--- src/logic/cspc_pkg.sv ---
// ==========================================================
// socket power control constants
package cspc_pkg;
  // bus data width
  localparam int DATA_W = 32;
  // register indices, byte address is four times the index
  localparam logic [11:0] STS_IDX = 12'h801;
  localparam logic [11:0] PWR_IDX = 12'h802;
  localparam logic [11:0] IGC_IDX = 12'h803;
  localparam logic [11:0] CFG_IDX = 12'h810;
  localparam logic [11:0] LEG_STS_IDX = 12'h001;
  localparam logic [11:0] LEG_PWR_IDX = 12'h002;
  localparam logic [11:0] LEG_IGC_IDX = 12'h003;
  localparam logic [11:0] LEG_B_BASE = 12'h040;
  // power control fields
  localparam int COE_BIT = 7;
  localparam int AUTO_BIT = 5;
  localparam int SUPEN_BIT = 4;
  localparam int VCC_LSB = 3;
  localparam int VPP_LSB = 0;
  // status fields
  localparam int PFLAG_BIT = 6;
  localparam int CD2_BIT = 3;
  localparam int CD1_BIT = 2;
  // config fields
  localparam int REV_LSB = 0;
  localparam int SYSSEL_BIT = 4;
  localparam int PME_BIT = 5;
  // writable and power-management masks per layout, and the general control pm mask
  localparam logic [7:0] ORIG_WMASK = 8'hB3;
  localparam logic [7:0] LATER_WMASK = 8'h9B;
  localparam logic [7:0] ORIG_PMMASK = 8'h20;
  localparam logic [7:0] LATER_PMMASK = 8'h9B;
  localparam logic [7:0] IGC_PMMASK = 8'h60;
  // reset values
  localparam logic [7:0] PWR_RST = 8'h00;
  localparam logic [7:0] IGC_RST = 8'h00;
  localparam logic [3:0] REV_RST = 4'h4;
  localparam logic [3:0] REV_ORIG = 4'h2;
  // switch request encodings
  localparam logic [1:0] VCC_OFF = 2'h0;
  localparam logic [1:0] VCC_5V = 2'h2;
  localparam logic [1:0] VCC_3V3 = 2'h3;
  localparam logic [1:0] VPP_OFF = 2'h0;
  localparam logic [1:0] VPP_VCC = 2'h1;
  localparam logic [1:0] VPP_12V = 2'h2;
endpackage

--- src/logic/cspc_top.sv ---
`timescale 1ns/1ns
module cspc_top
#(
  parameter int ADDR_W = 14,
  parameter bit CARD_B = 1'b0
)
(
  input wire logic MCLK,
  input wire logic RST_B,
  input wire logic CE,
  input wire logic PSEL,
  input wire logic PENABLE,
  input wire logic PWRITE,
  input wire logic [ADDR_W-1:0] PADDR,
  input wire logic [cspc_pkg::DATA_W-1:0] PWDATA,
  input wire logic [3:0] PSTRB,
  output logic [cspc_pkg::DATA_W-1:0] PRDATA,
  output logic PREADY,
  output logic PSLVERR,
  input wire logic BUS_RESET_INPUT_B,
  input wire logic CD1_B,
  input wire logic CD2_B,
  output logic CARD_OUTPUT_ENABLE,
  output logic [1:0] SUPPLY_VOLTAGE_REQUEST,
  output logic [1:0] PROG_VOLTAGE_REQUEST
);
  import cspc_pkg::*;

  // ========================================================
  // elaboration checks
  if (ADDR_W < 14)
  begin : g_bad_addr
    $error("address bus too narrow for the register map");
  end

  // ========================================================
  // address decode
  localparam logic [11:0] LEG = CARD_B ? LEG_B_BASE : 12'h000;
  logic [11:0] idx;
  logic word_ok;
  logic sel_sts;
  logic sel_pwr;
  logic sel_igc;
  logic sel_cfg;
  logic mapped;
  logic setup;
  logic wr;

  // word index and alignment of the current address
  assign idx = PADDR[13:2];
  assign word_ok = (PADDR[1:0] == 2'h0) && ((PADDR >> 14) == '0);
  // socket offsets, and legacy aliases for all but config
  assign sel_sts = word_ok && (idx == STS_IDX || idx == (LEG_STS_IDX | LEG));
  assign sel_pwr = word_ok && (idx == PWR_IDX || idx == (LEG_PWR_IDX | LEG));
  assign sel_igc = word_ok && (idx == IGC_IDX || idx == (LEG_IGC_IDX | LEG));
  assign sel_cfg = word_ok && (idx == CFG_IDX);
  assign mapped = sel_sts || sel_pwr || sel_igc || sel_cfg;
  // bus phases
  assign setup = PSEL && !PENABLE;
  assign wr = PSEL && PENABLE && PREADY && PWRITE && PSTRB[0];

  // ========================================================
  // register state
  logic [7:0] pwr_ctl;
  logic [7:0] igc;
  logic [3:0] cfg_rev;
  logic sys_sel;
  logic pme_en;
  logic orig;
  logic [7:0] wmask;
  logic [7:0] pmmask;
  logic [7:0] pwr_view;

  // layout chosen by the revision field
  assign orig = (cfg_rev == REV_ORIG);
  assign wmask = orig ? ORIG_WMASK : LATER_WMASK;
  assign pmmask = orig ? ORIG_PMMASK : LATER_PMMASK;
  // reserved bits of the active layout read as zero
  assign pwr_view = pwr_ctl & wmask;

  // power control register, bus reset respects pme
  always_ff @(posedge MCLK or negedge RST_B)
  begin
    if (!RST_B)
      pwr_ctl <= PWR_RST;
    else if (CE)
    begin
      if (!BUS_RESET_INPUT_B)
        pwr_ctl <= pme_en ? (pwr_ctl & pmmask) : PWR_RST;
      else if (wr && sel_pwr)
        pwr_ctl <= PWDATA[7:0] & wmask;
    end
  end

  // general control register, plain read/write
  always_ff @(posedge MCLK or negedge RST_B)
  begin
    if (!RST_B)
      igc <= IGC_RST;
    else if (CE)
    begin
      if (!BUS_RESET_INPUT_B)
        igc <= pme_en ? (igc & IGC_PMMASK) : IGC_RST;
      else if (wr && sel_igc)
        igc <= PWDATA[7:0];
    end
  end

  // config register, loaded with its reset values by global reset only
  always_ff @(posedge MCLK or negedge RST_B)
  begin
    if (!RST_B)
    begin
      cfg_rev <= REV_RST;
      sys_sel <= 1'b0;
      pme_en <= 1'b0;
    end
    else if (CE && wr && sel_cfg)
    begin
      cfg_rev <= PWDATA[REV_LSB +: 4];
      sys_sel <= PWDATA[SYSSEL_BIT];
      pme_en <= PWDATA[PME_BIT];
    end
  end

  // ========================================================
  // supply request decode
  logic seated;
  logic [1:0] next_vcc;
  logic [1:0] next_vpp;

  // both detects low means card fully seated
  assign seated = !CD1_B && !CD2_B;

  // supply and programming requests from the active layout
  always_comb
  begin
    next_vcc = VCC_OFF;
    next_vpp = VPP_OFF;
    if (orig)
    begin
      if (pwr_view[SUPEN_BIT])
        next_vcc = sys_sel ? VCC_3V3 : VCC_5V;
      if (pwr_view[AUTO_BIT] && !seated)
        next_vcc = VCC_OFF;
    end
    else
    begin
      case (pwr_view[VCC_LSB +: 2])
        2'h2: next_vcc = VCC_5V;
        2'h3: next_vcc = VCC_3V3;
        default: next_vcc = VCC_OFF;
      endcase
    end
    // prog field only counts with supply on
    if (next_vcc != VCC_OFF)
    begin
      case (pwr_view[VPP_LSB +: 2])
        2'h2: next_vpp = VPP_12V;
        2'h1: next_vpp = orig ? VPP_VCC : VPP_OFF;
        default: next_vpp = VPP_OFF;
      endcase
    end
  end

  // registered requests to switch and card interface
  always_ff @(posedge MCLK or negedge RST_B)
  begin
    if (!RST_B)
    begin
      SUPPLY_VOLTAGE_REQUEST <= VCC_OFF;
      PROG_VOLTAGE_REQUEST <= VPP_OFF;
      CARD_OUTPUT_ENABLE <= 1'b0;
    end
    else if (CE)
    begin
      SUPPLY_VOLTAGE_REQUEST <= next_vcc;
      PROG_VOLTAGE_REQUEST <= next_vpp;
      // low keeps card pins undriven
      CARD_OUTPUT_ENABLE <= pwr_view[COE_BIT];
    end
  end

  // ========================================================
  // read data and bus answer
  logic [7:0] sts;
  logic [7:0] next_rbyte;

  // interface status byte
  always_comb
  begin
    sts = 8'h00;
    sts[PFLAG_BIT] = (SUPPLY_VOLTAGE_REQUEST != VCC_OFF);
    sts[CD2_BIT] = !CD2_B;
    sts[CD1_BIT] = !CD1_B;
  end

  // read multiplexer
  always_comb
  begin
    next_rbyte = 8'h00;
    if (sel_sts)
      next_rbyte = sts;
    else if (sel_pwr)
      next_rbyte = pwr_view;
    else if (sel_igc)
      next_rbyte = igc;
    else if (sel_cfg)
      next_rbyte = {2'h0, pme_en, sys_sel, cfg_rev};
  end

  // zero-wait answer, error on unmapped words
  always_ff @(posedge MCLK or negedge RST_B)
  begin
    if (!RST_B)
    begin
      PREADY <= 1'b0;
      PSLVERR <= 1'b0;
      PRDATA <= '0;
    end
    else if (CE)
    begin
      PREADY <= setup;
      PSLVERR <= setup && !mapped;
      if (setup)
        PRDATA <= {24'h000000, next_rbyte};
    end
  end
endmodule // cspc_top

--- config.mk ---
export PLATFORM = sky130hd
export DESIGN_NAME = cspc_top
export DESIGN_NICKNAME = d
export VERILOG_FILES = /design/src/logic/cspc_pkg.sv /design/src/logic/cspc_top.sv
export SDC_FILE = /design/constraint.sdc
export NUM_CORES = 1
export LEC_CHECK = 0
export BUFFER_PORTS_ARGS = -buffer_cell sky130_fd_sc_hd__buf_4
export CAP_MARGIN = 20
export CORE_MARGIN = 1.5
export CORE_UTILIZATION = 35
export CTS_BUF_LIST = sky130_fd_sc_hd__clkbuf_4 sky130_fd_sc_hd__clkbuf_8 sky130_fd_sc_hd__clkbuf_16
export CTS_CLUSTER_DIAMETER = 50
export DETAILED_ROUTE_END_ITERATION = 10
export GPL_ROUTABILITY_DRIVEN = 0
export PLACE_DENSITY = 0.7
export SYNTH_ARGS = -nofsm -noshare
export SYNTH_HDL_FRONTEND = slang
export SYNTH_SLANG_ARGS = --single-unit
--- constraint.sdc ---
create_clock -name MCLK -period 2.8 [get_ports MCLK]
set_input_delay 0.42 -clock MCLK [delete_from_list [all_inputs] [get_ports MCLK]]
set_output_delay 0.42 -clock MCLK [all_outputs]
set_load 0.01 [all_outputs]
# Word level (Yosys, flattened, before mapping)
# Cells that the tools add are included.
dict set report totals {
  register_bits 37
  inputBits 59
  output_inout_bits 39
}
dict set report op_classes {
  n_eq_ne 15
  mux 20
  bitwise_logic 3
  n_reduce_logical 34
}
# op n
set ops {}
lappend ops {{2-to-1 mux 8 bit} 9}
lappend ops {{== test 12 bit (second input constant)} 4}
lappend ops {{AND 8 bit} 3}
lappend ops {{== test 12 x 2 -> 1 bit (second input constant)} 2}
lappend ops {{logical AND 1 bit} 16}
lappend ops {{== test 12 x 1 -> 1 bit (second input constant)} 1}
lappend ops {{2-to-1 mux 6 bit} 2}
lappend ops {{2-to-1 mux 2 bit} 4}
lappend ops {{one-hot mux 2 bit (2 select lines)} 2}
lappend ops {{2-to-1 mux 7 bit} 1}
lappend ops {{== test 2 bit (second input constant)} 3}
lappend ops {{logical OR 1 bit} 6}
lappend ops {{AND reduction 2 bit} 3}
lappend ops {{zero test 1 bit} 5}
lappend ops {{== test 4 x 2 -> 1 bit (second input constant)} 1}
lappend ops {{inequality test 2 x 1 -> 1 bit (second input constant)} 2}
lappend ops {{nonzero test 2 bit} 2}
lappend ops {{AND reduction 3 bit} 1}
lappend ops {{== test 2 x 1 -> 1 bit (second input constant)} 1}
lappend ops {{zero test 2 bit} 1}
lappend ops {{2-to-1 mux 1 bit} 2}
lappend ops {{inequality test 2 bit (second input constant)} 1}

# Longest topological paths before layout
# Gate-level depths: netlist of the first run.
dict set report depth {
  depth_word 8
  depth_mapped 6
  ltp_nobuf 4
}

# Least setup slack after synthesis of the first run
# OpenSTA, ideal clock, no wires.
dict set report synth_path {
  kind {input to register}
  startpoint {in PADDR[10]}
  endpoint {reg igc[0]}
  t_arrival_ns 2.060
  required_ns 2.679
  slack_ns 0.619
  path_stages 5
  path_cell_list {or4_4 -> or4_4 -> buf_6 -> o21a_4 -> a22o_1}
}
dict set report synth_via {
  elab_chain_cells 6
  elab_cells_between_ends 7
}
# item line_no
set synth_rtl {}
lappend synth_rtl {{start: declaration} cspc_top.sv:14} ;# input wire logic [ADDR_W-1:0] PADDR,
lappend synth_rtl {{== test 12 bit / == test 12 x 2 -> 1 bit (equally long branches)} cspc_top.sv:55} ;# assign sel_igc = word_ok && (idx == IGC_IDX || idx == (LEG_IGC_IDX | LEG));
lappend synth_rtl {{logical OR 1 bit *} cspc_top.sv:55}
lappend synth_rtl {{logical AND 1 bit *} cspc_top.sv:55}
lappend synth_rtl {{logical AND 1 bit *} cspc_top.sv:104} ;# else if (wr && sel_igc)
lappend synth_rtl {{inequality test 2 x 1 -> 1 bit (no line) *} --}
lappend synth_rtl {{AND reduction 2 bit (no line) *} --}
lappend synth_rtl {{end signal: assignment} cspc_top.sv:103} ;# igc <= pme_en ? (igc & IGC_PMMASK) : IGC_RST;
lappend synth_rtl {{end signal: assignment} cspc_top.sv:105} ;# igc <= PWDATA[7:0];
lappend synth_rtl {{end: declaration} cspc_top.sv:65} ;# logic [7:0] igc;
# Mark *: on every way between the ends. The rest lies on a longest branch, timed or not.
# A chain may end at the register's enable or synchronous reset.

# Final worst setup path of the first run
dict set report layout_path {
  startpoint {in PADDR[10]}
  endpoint {reg pwr_ctl[7]}
}
dict set report layout_via {
  elab_chain_cells 6
  elab_cells_between_ends 7
}
# item line_no
set layout_rtl {}
lappend layout_rtl {{== test 12 bit / == test 12 x 2 -> 1 bit (equally long branches)} cspc_top.sv:54} ;# assign sel_pwr = word_ok && (idx == PWR_IDX || idx == (LEG_PWR_IDX | LEG));
lappend layout_rtl {{logical OR 1 bit *} cspc_top.sv:54}
lappend layout_rtl {{logical AND 1 bit *} cspc_top.sv:54}
lappend layout_rtl {{logical AND 1 bit *} cspc_top.sv:90} ;# else if (wr && sel_pwr)
lappend layout_rtl {{inequality test 2 x 1 -> 1 bit (no line) *} --}
lappend layout_rtl {{AND reduction 2 bit (no line) *} --}
lappend layout_rtl {{end signal: assignment} cspc_top.sv:89} ;# pwr_ctl <= pme_en ? (pwr_ctl & pmmask) : PWR_RST;
lappend layout_rtl {{end signal: assignment} cspc_top.sv:91} ;# pwr_ctl <= PWDATA[7:0] & wmask;
lappend layout_rtl {{end: declaration} cspc_top.sv:64} ;# logic [7:0] pwr_ctl;
# Marks and branches as above.

==> results of run 1 <==
-- power groups by stage --
| stage | registers, mW | logic [mW] | clock network (mW) |
|---|---|---|---|
| after global placement | 0.522 | 0.110 | 0 |
| after floorplan | 0.524 | 0.0688 | 0 |
| after CTS | 0.513 | 0.112 | 0.401 |
| final | 0.513 | 0.111 | 0.391 |
| after global routing | 0.513 | 0.123 | 0.432 |
| after detailed placement | 0.522 | 0.111 | 0 |
-- final cells by class --
| cell class | instances | share of cell area |
|---|---|---|
| sequential | 35 | 0.359 |
| timing repair buffer | 49 | 0.150 |
| clock inverter | 1 | 0.00205 |
| inverter | 16 | 0.0246 |
| tap | 72 | 0.0368 |
| multi-input combinational | 141 | 0.391 |
| clock buffer | 7 | 0.0368 |
-- metrics by stage --
stage	hold WS (ps)	power, mW	cells	utilization
final	73.9	1.02	321	0.442
after global routing	96.7	1.07	321	0.442
after CTS	89.2	1.03	321	0.442
after detailed placement	404	0.634	313	0.424
after global placement	394	0.632	313	0.424
after floorplan	124	0.593	224	-
-- synth_stat cells (2+ instances only) --
master,number,area share
nor2_1,4,0.0074
o21ai_0,17,0.042
or3_1,2,0.0062
mux2i_1,6,0.030
buf_2,2,0.0049
a32oi_1,6,0.026
nand3b_1,2,0.0074
nand2_1,9,0.017
nor2b_1,4,0.012
and3_1,6,0.019
nand2b_1,2,0.0062
nor3_1,4,0.0099
mux2_2,8,0.044
dfrtp_1,34,0.42
o22ai_1,2,0.0062
inv_1,16,0.030
o41ai_1,2,0.0086
clkbuf_1,5,0.0093
nor4b_1,2,0.0086
o211ai_1,5,0.019
or4_4,2,0.011
buf_4,24,0.089
a22o_1,6,0.026
a31oi_1,8,0.025
nand4_1,2,0.0062
-- per-layer routing --
layer | wire length [um] | GRT usage | part of all wire | vias up
met5 | 0 | 0 | 0 | -
met4 | 50 | 0.0421 | 0.010 | 0
met3 | 391 | 0.0448 | 0.079 | 7
met2 | 2410 | 0.262 | 0.48 | 72
met1 | 2120 | 0.223 | 0.43 | 803
li1 | - | - | - | 786
-- state kept, by name, summed over array words and instances (netlist names), 2 cells and up --
signal	cells
cfg_rev	4
SUPPLY_VOLTAGE_REQUEST	2
igc	8
pwr_ctl	6
PRDATA	8
PROG_VOLTAGE_REQUEST	2
-- final timing paths --
path	start	to	slack, ps	cells past startpoint
min in group MCLK	PWDATA[2]	igc[2]	360	2
setup / recovery	PADDR[10]	pwr_ctl[7]	560	5
setup reg to reg	cfg_rev[0]	PRDATA[3]	980	4
max in group asynchronous	RST_B	cfg_rev[2]	2370	1
hold / removal	RST_B	PRDATA[7]	70	1
hold reg to reg	PRDATA[7]	PRDATA[7]	490	2
-- layout by cell type (no fill, tap or decap), types with 6 or more instances in the layout --
cell,Yosys,routed
mux2_2,8,8
nand2_1,9,9
mux2i_1,6,6
conb_1,1,24
clkbuf_8,0,6
dfrtp_1,34,34
buf_4,24,49
a22o_1,6,6
a31oi_1,8,8
inv_1,16,16
a32oi_1,6,6
and3_1,6,6
o21ai_0,17,17
-- kinds of logic (layout without fill, tap and decap cells) --
kind of cell | after synthesis | in the layout
compound gates | 54 | 54
simple gates | 49 | 49
buf+inv | 48 | 73
flops | 35 | 35
mux | 14 | 14
other cells | 1 | 24
==> impl_metrics.toml, run 1 <==
[outcome]
status = "completed"

[global_route]
grt_pass1_wl_um = 7810
grt_pass1_vias = 1534
grt.total_usage = 0.165
grt_antenna_before_repair = 0
overflow = 0
grt_start_max_net_pins = 36

[clock_network]
clock-sinks = 35
cts_buffers = 5
cts_tree = "yes"
htree_num_levels = 2
cts.repair.resized = 0
cts_buffer_depth = 2
clk_pin_slew_ps = 70
holdBufCountCts = 0
cts-root-buf = "clkbuf_8"
cts_setup_buffers = 0
clock_latency_ps = 290

[finish]
drive_above_1_share = 0.297
final_net_count = 307
antenna_cells = 0
syn_to_final_growth_pct = 20.7
seq_area_um2 = 877
multi_input_area_um2 = 956
fin_area_um2 = 2450
fillerInstances = 564

[placement]
hpwl_um = 3650
dpl_cell_area_um2 = 2350
dp_worst_setup_slack_ps = 291
port_buffers = 46

[drt]
drtAntennaViolNets = 0
routed_wl_um = 4980
vias = 1668
drt-initial-drc-count = 136
viasPerCell = 5.20
avgRoutedWirePerCell_um = 15.5
drtPass1Iterations = 4
post-route-drc-count = 0

[logic_synthesis]
yosys_warnings = 0
synth_seq_cells = 35
ys_seq_area_frac = 0.433
synthAdderAreaFrac = 0
synth.cell_area_um2 = 2030
synth_compound_area_frac = 0.197
synth_top_family_by_area = "compound AO/OA/AOI/OAI gates"
async_flop_share = 1.00
synth_mux_area_frac = 0.0741
yosysUniqueCellTypes = 46
synth_edf_count = 0
synth_xor_area_frac = 0
synth_flop_cell = "dfrtp_1"
yosys.area_share.simple = 0.156
netlist_instances = 201
avgSynthCellArea_um2 = 10.1

[die]
die_w_um = 79.1
die-area_um2 = 6260
dieHeight_um = 79.1
core_um2 = 5540
start_util = 0.366
row_count = 27
top_level_ports = 98

[setup_path]
slowest_stage = "or4_1"
crit_required_ps = 2950
startpoint_type = "input pin"
cp.arrival_ps = 2390
cpPeakStageDelay_ps = 670
cp_cell_sequence = "buf_4 -> or4_4 -> or4_1 -> o41ai_4 -> o21ai_0"
critPathMaxFanout = 6
crit_family = "simple AND/OR/NAND/NOR gates"
critPathBufInv = 1
cp-end-kind = "register"
worstSetupPathType = "input pin to register"

[power_and_ir_drop]
power_density_nw_per_um2 = 415
p_comb_frac = 0.110
swShare = 0.248
clkPwrFrac = 0.385
internal_power_mw = 0.763
seqPwrFrac = 0.505
p_sw_mw = 0.252
p_leak_nw = 1.16
vdd_ir_drop_max_mv = 0.201

[sta]
grt_setup_unrepaired = "false"
slew_headroom = 0.571
fin_skew_ps = 7.73
fin_ws_ps = 561
finalHoldViolations = 0
setup-tns-final_ps = 0
finalSetupViolCount = 0
fmax_mhz = 447
worst_pin_slew_ps = 635
final-max-slew-violation-count = 0
period_minus_slack_ps = 2240
fin_crit_sh = 0.800

[worst_hold_path]
hp-class = "input pin to async pin"

[flow_run]
drv_cap = 0
Note: power is estimated with default switching activity, not from simulation.
==> run 2, diff against run 1 <==
clock period = 2.1 ns   (was 2.8 ns; I/O delays follow)
==> run 2 against run 1 <==
Net effect: largest power group unchanged; wire length fell by 0.84%; clock skew is 5.8 ps lower; core utilization grew 2.0 points; sequential share of layout area is 1.5 points lower.
==> impl_metrics.toml, run 2 (same netlist as run 1, synthesis figures left out) <==
[outcome]
status = "completed"

[finish]
mostFrequentLayoutCells = "buf_4 (61), dfrtp_1 (34), conb_1 (24)"
final_net_count = 320
drive_above_1_share = 0.328
mostFrequentLayoutCell = "buf_4"
antenna_cells = 0
largestRegisters = "PRDATA x8, igc x8, pwr_ctl x6"
fillerInstances = 560
fin_area_um2 = 2550
seq_area_um2 = 877
syn_to_final_growth_pct = 26.0
finalNonFillerCells = 334
multi_input_area_um2 = 956
final_core_util = 0.461

[sta]
worst_pin_slew_ps = 628
fin_skew_ps = 1.94
fin_ws_ps = 138
period_minus_slack_ps = 1960
fin_crit_sh = 0.934
slew_headroom = 0.575
finalHoldViolations = 0
finalSetupViolCount = 0
grt_setup_unrepaired = "false"
fmax_mhz = 510
setup-tns-final_ps = 0
whs_ps = 257
final-max-slew-violation-count = 0

[drt]
drtAntennaViolNets = 0
routed_wl_um = 4940
vias = 1686
avgRoutedWirePerCell_um = 14.8
post-route-drc-count = 0
drtPass1Iterations = 4
drt-initial-drc-count = 106
viasPerCell = 5.05

[clock_network]
clock-sinks = 35
cts_buffers = 5
cts-root-buf = "clkbuf_8"
cts_buffer_depth = 2
htree_num_levels = 2
clock_latency_ps = 280
cts_tree = "yes"
clk_pin_slew_ps = 70

[placement]
placedCellCount = 325
port_buffers = 46
dp_worst_setup_slack_ps = -167
hpwl_um = 3780
dpl_cell_area_um2 = 2440

[setup_path]
critPathBufInv = 2
critical_path.most_common_cell = "buf_4"
cp.arrival_ps = 2120
crit_required_ps = 2260
crit_family = "simple AND/OR/NAND/NOR gates"
cp_cell_sequence = "buf_4 -> or4_4 -> or4_1 -> o41ai_4 -> buf_4 -> o21ai_0"
cpPeakStageDelay_ps = 630
slowest_stage = "or4_1"
startpoint_type = "input pin"
cp-end-kind = "register"
critPathMaxFanout = 6
worstSetupPathType = "input pin to register"

[global_route]
grt_pass1_vias = 1642
grt_pass1_wl_um = 8150
grt_start_max_net_pins = 36
overflow = 0
grt.total_usage = 0.171
grt_antenna_before_repair = 0

[power_and_ir_drop]
finalPower_mw = 1.38
vdd_ir_drop_max_mv = 0.331
power_density_nw_per_um2 = 539
p_leak_nw = 1.22

[die]
start_util = 0.366
die_w_um = 79.1
top_level_ports = 98
core_um2 = 5540
die-area_um2 = 6260
dieHeight_um = 79.1
row_count = 27

[flow_run]
drv_cap = 0

[worst_hold_path]
hp-class = "input pin to register"
-- run 2: changes by cell type in the layout (fill, tap and decap cells not counted), sizes merged --
cell and delta:
buf +12, clkinv -1, clkinvlp +1, dlygate4sd3 +1
-- run 2: metal layers --
| metal | vias to the layer above | wire length [um] | GRT usage |
|---|---|---|---|
| met1 | 794 | 2150 | 0.233 |
| li1 | 814 | - | - |
| met4 | 0 | 62 | 0.0561 |
| met3 | 7 | 315 | 0.0345 |
| met2 | 71 | 2410 | 0.271 |
| met5 | - | 0 | 0 |
-- run 2: final timing paths --
| path | from | end | slack (ps) | cells past startpoint |
|---|---|---|---|---|
| min in group asynchronous | RST_B | CARD_OUTPUT_ENABLE | 510 | 2 |
| max in group asynchronous | RST_B | cfg_rev[2] | 1240 | 2 |
| min | PWDATA[2] | igc[2] | 260 | 2 |
| min reg2reg | PRDATA[7] | PRDATA[7] | 480 | 2 |
| max reg2reg | cfg_rev[0] | SUPPLY_VOLTAGE_REQUEST[1] | 240 | 3 |
| max | PADDR[10] | pwr_ctl[0] | 140 | 6 |
-- run 2: cell type report --
| cell class | count | area share |
|---|---|---|
| Multi-Input combinational cell | 141 | 0.374 |
| Sequential cell | 35 | 0.343 |
| Timing Repair Buffer | 62 | 0.183 |
| Clock buffer | 7 | 0.0377 |
| Tap cell | 72 | 0.0353 |
| Inverter | 16 | 0.0235 |
| Clock inverter | 1 | 0.00294 |
-- run 2: timing repair --
item / CTS / global route
buffers inserted: 0 / 0
resized for setup: 0 / 0
endpoints found under the hold margin: 34 / 0
hold buffers: 1 / 0
-- run 2: report_power, final --
| part | internal (mW) | switching [mW] |
|---|---|---|
| registers | 0.680 | 0.00347 |
| clock network | 0.298 | 0.240 |
| logic | 0.0679 | 0.0883 |
-- run 2: worst register-to-register path: stages, from the launching register on --
cell and delay, ps:
dfrtp_1 410, or4b_2 800, o211ai_1 370, o21ai_0 150
==> run 3, diff against run 2 <==
CORE_ASPECT_RATIO = 1.25   (was default)
==> run 3 against run 2 <==
Net effect: clock skew increased by 6.4 ps; critical path type unchanged; clock-buffer cell count up 1; flip-flop and latch count stayed put; critical endpoint unchanged; register-to-register slack is essentially flat; first-iteration DRC count up 52%.
==> impl_metrics.toml, run 3 (same netlist as run 1, synthesis figures left out) <==
[setup_path]
startpoint_type = "input pin"
slowest_stage = "or4_4"
cp_cell_sequence = "buf_4 -> or4_4 -> or4_4 -> buf_6 -> o41ai_4 -> buf_4 -> o21ai_0"
critPathBufInv = 3
crit_required_ps = 2260
cp-end-kind = "register"
crit_family = "simple AND/OR/NAND/NOR gates"
cp.arrival_ps = 2210
critPathMaxFanout = 6
worstSetupPathType = "input pin to register"
cpPeakStageDelay_ps = 550

[flow_run]
drv_cap = 0

[drt]
vias = 1794
viasPerCell = 5.42
routed_wl_um = 5160
drtAntennaViolNets = 0
avgRoutedWirePerCell_um = 15.6
post-route-drc-count = 0
drt-initial-drc-count = 161
drtPass1Iterations = 4

[sta]
period_minus_slack_ps = 2050
grt_setup_unrepaired = "false"
whs_ps = 258
fmax_mhz = 487
finalSetupViolCount = 0
fin_skew_ps = 8.34
final-max-slew-violation-count = 0
setup-tns-final_ps = 0
fin_crit_sh = 0.978
worst_pin_slew_ps = 697
slew_headroom = 0.529
finalHoldViolations = 0

[power_and_ir_drop]
finalPower_mw = 1.36
internal_power_mw = 1.02
seqPwrFrac = 0.504
p_leak_nw = 1.25
vdd_ir_drop_max_mv = 0.278
swShare = 0.244
p_sw_mw = 0.332
p_comb_frac = 0.119
clkPwrFrac = 0.377
power_density_nw_per_um2 = 526

[finish]
drive_above_1_share = 0.345
syn_to_final_growth_pct = 27.2
seq_area_um2 = 877
final_core_util = 0.467
mostFrequentLayoutCells = "buf_4 (65), dfrtp_1 (34), conb_1 (24)"
antenna_cells = 0
fillerInstances = 538
largestRegisters = "PRDATA x8, igc x8, pwr_ctl x6"
multi_input_area_um2 = 960
mostFrequentLayoutCell = "buf_4"
final_net_count = 325

[die]
start_util = 0.367
core_um2 = 5520
die_w_um = 71.1
die-area_um2 = 6260
row_count = 30
top_level_ports = 98
dieHeight_um = 88.1

[global_route]
overflow = 0
grt_start_max_net_pins = 36
grt_antenna_before_repair = 0
grt_pass1_vias = 1608
grt_pass1_wl_um = 7720
grt.total_usage = 0.163

[clock_network]
cts_buffer_depth = 2
cts_tree = "yes"
cts_buffers = 5
htree_num_levels = 2
cts-root-buf = "clkbuf_8"
clk_pin_slew_ps = 70
clock_latency_ps = 290
clock-sinks = 35

[worst_hold_path]
hp-class = "input pin to register"

[placement]
hpwl_um = 3780
port_buffers = 46

[outcome]
status = "completed"
-- run 3: worst paths after layout --
check,start,to,slack (ps),cells past startpoint
max,PADDR[10],pwr_ctl[0],50,7
min,PWDATA[7],pwr_ctl[7],260,3
max reg2reg,cfg_rev[2],pwr_ctl[1],250,4
min reg2reg,PRDATA[7],PRDATA[7],480,2
max in group asynchronous,RST_B,cfg_rev[2],1230,2
min in group asynchronous,RST_B,pwr_ctl[7],510,2
-- run 3: worst min-delay path, stage by stage --
cell and delay [ps]:
buf_4 80, a31oi_1 60, o21ai_0 60
-- run 3: routing by layer --
layer / part of all wire / GRT usage / up-vias
li1: - / - / 823
met3: 0.080 / 0.0449 / 10
met4: 0.021 / 0.0720 / 0
met2: 0.50 / 0.268 / 89
met5: 0 / 0 / -
met1: 0.40 / 0.201 / 872
-- run 3: power by group through the flow --
stage / registers (mW) / clock network, mW / logic, mW
floorplan: 0.699 / 0 / 0.0918
global placement: 0.696 / 0 / 0.156
detailed placement: 0.697 / 0 / 0.157
CTS: 0.684 / 0.525 / 0.159
global route: 0.684 / 0.557 / 0.175
finish: 0.684 / 0.511 / 0.161
-- run 3: repair_timing --
item,4_1_cts,5_1_grt
hold buffers,1,0
setup endpoints to repair,0,4
gates resized for setup,0,2
endpoints found under the hold margin,34,0
buffers inserted,0,1
-- run 3: metrics by stage --
stage / instance area [um^2] / instances / setup WS, ps
floorplan: 2110 / 224 / 24.0
global placement: 2460 / 321 / -174
detailed placement: 2460 / 321 / -240
CTS: 2560 / 330 / 73.6
global route: 2580 / 331 / 5.87
finish: 2580 / 331 / 46.5
-- run 3: final cells by class --
cell class / instances / share of cell area
tap: 64 / 0.0311
sequential: 35 / 0.340
clock buffer: 8 / 0.0354
inverter: 16 / 0.0233
timing repair buffer: 67 / 0.198
multi-input combinational: 141 / 0.372
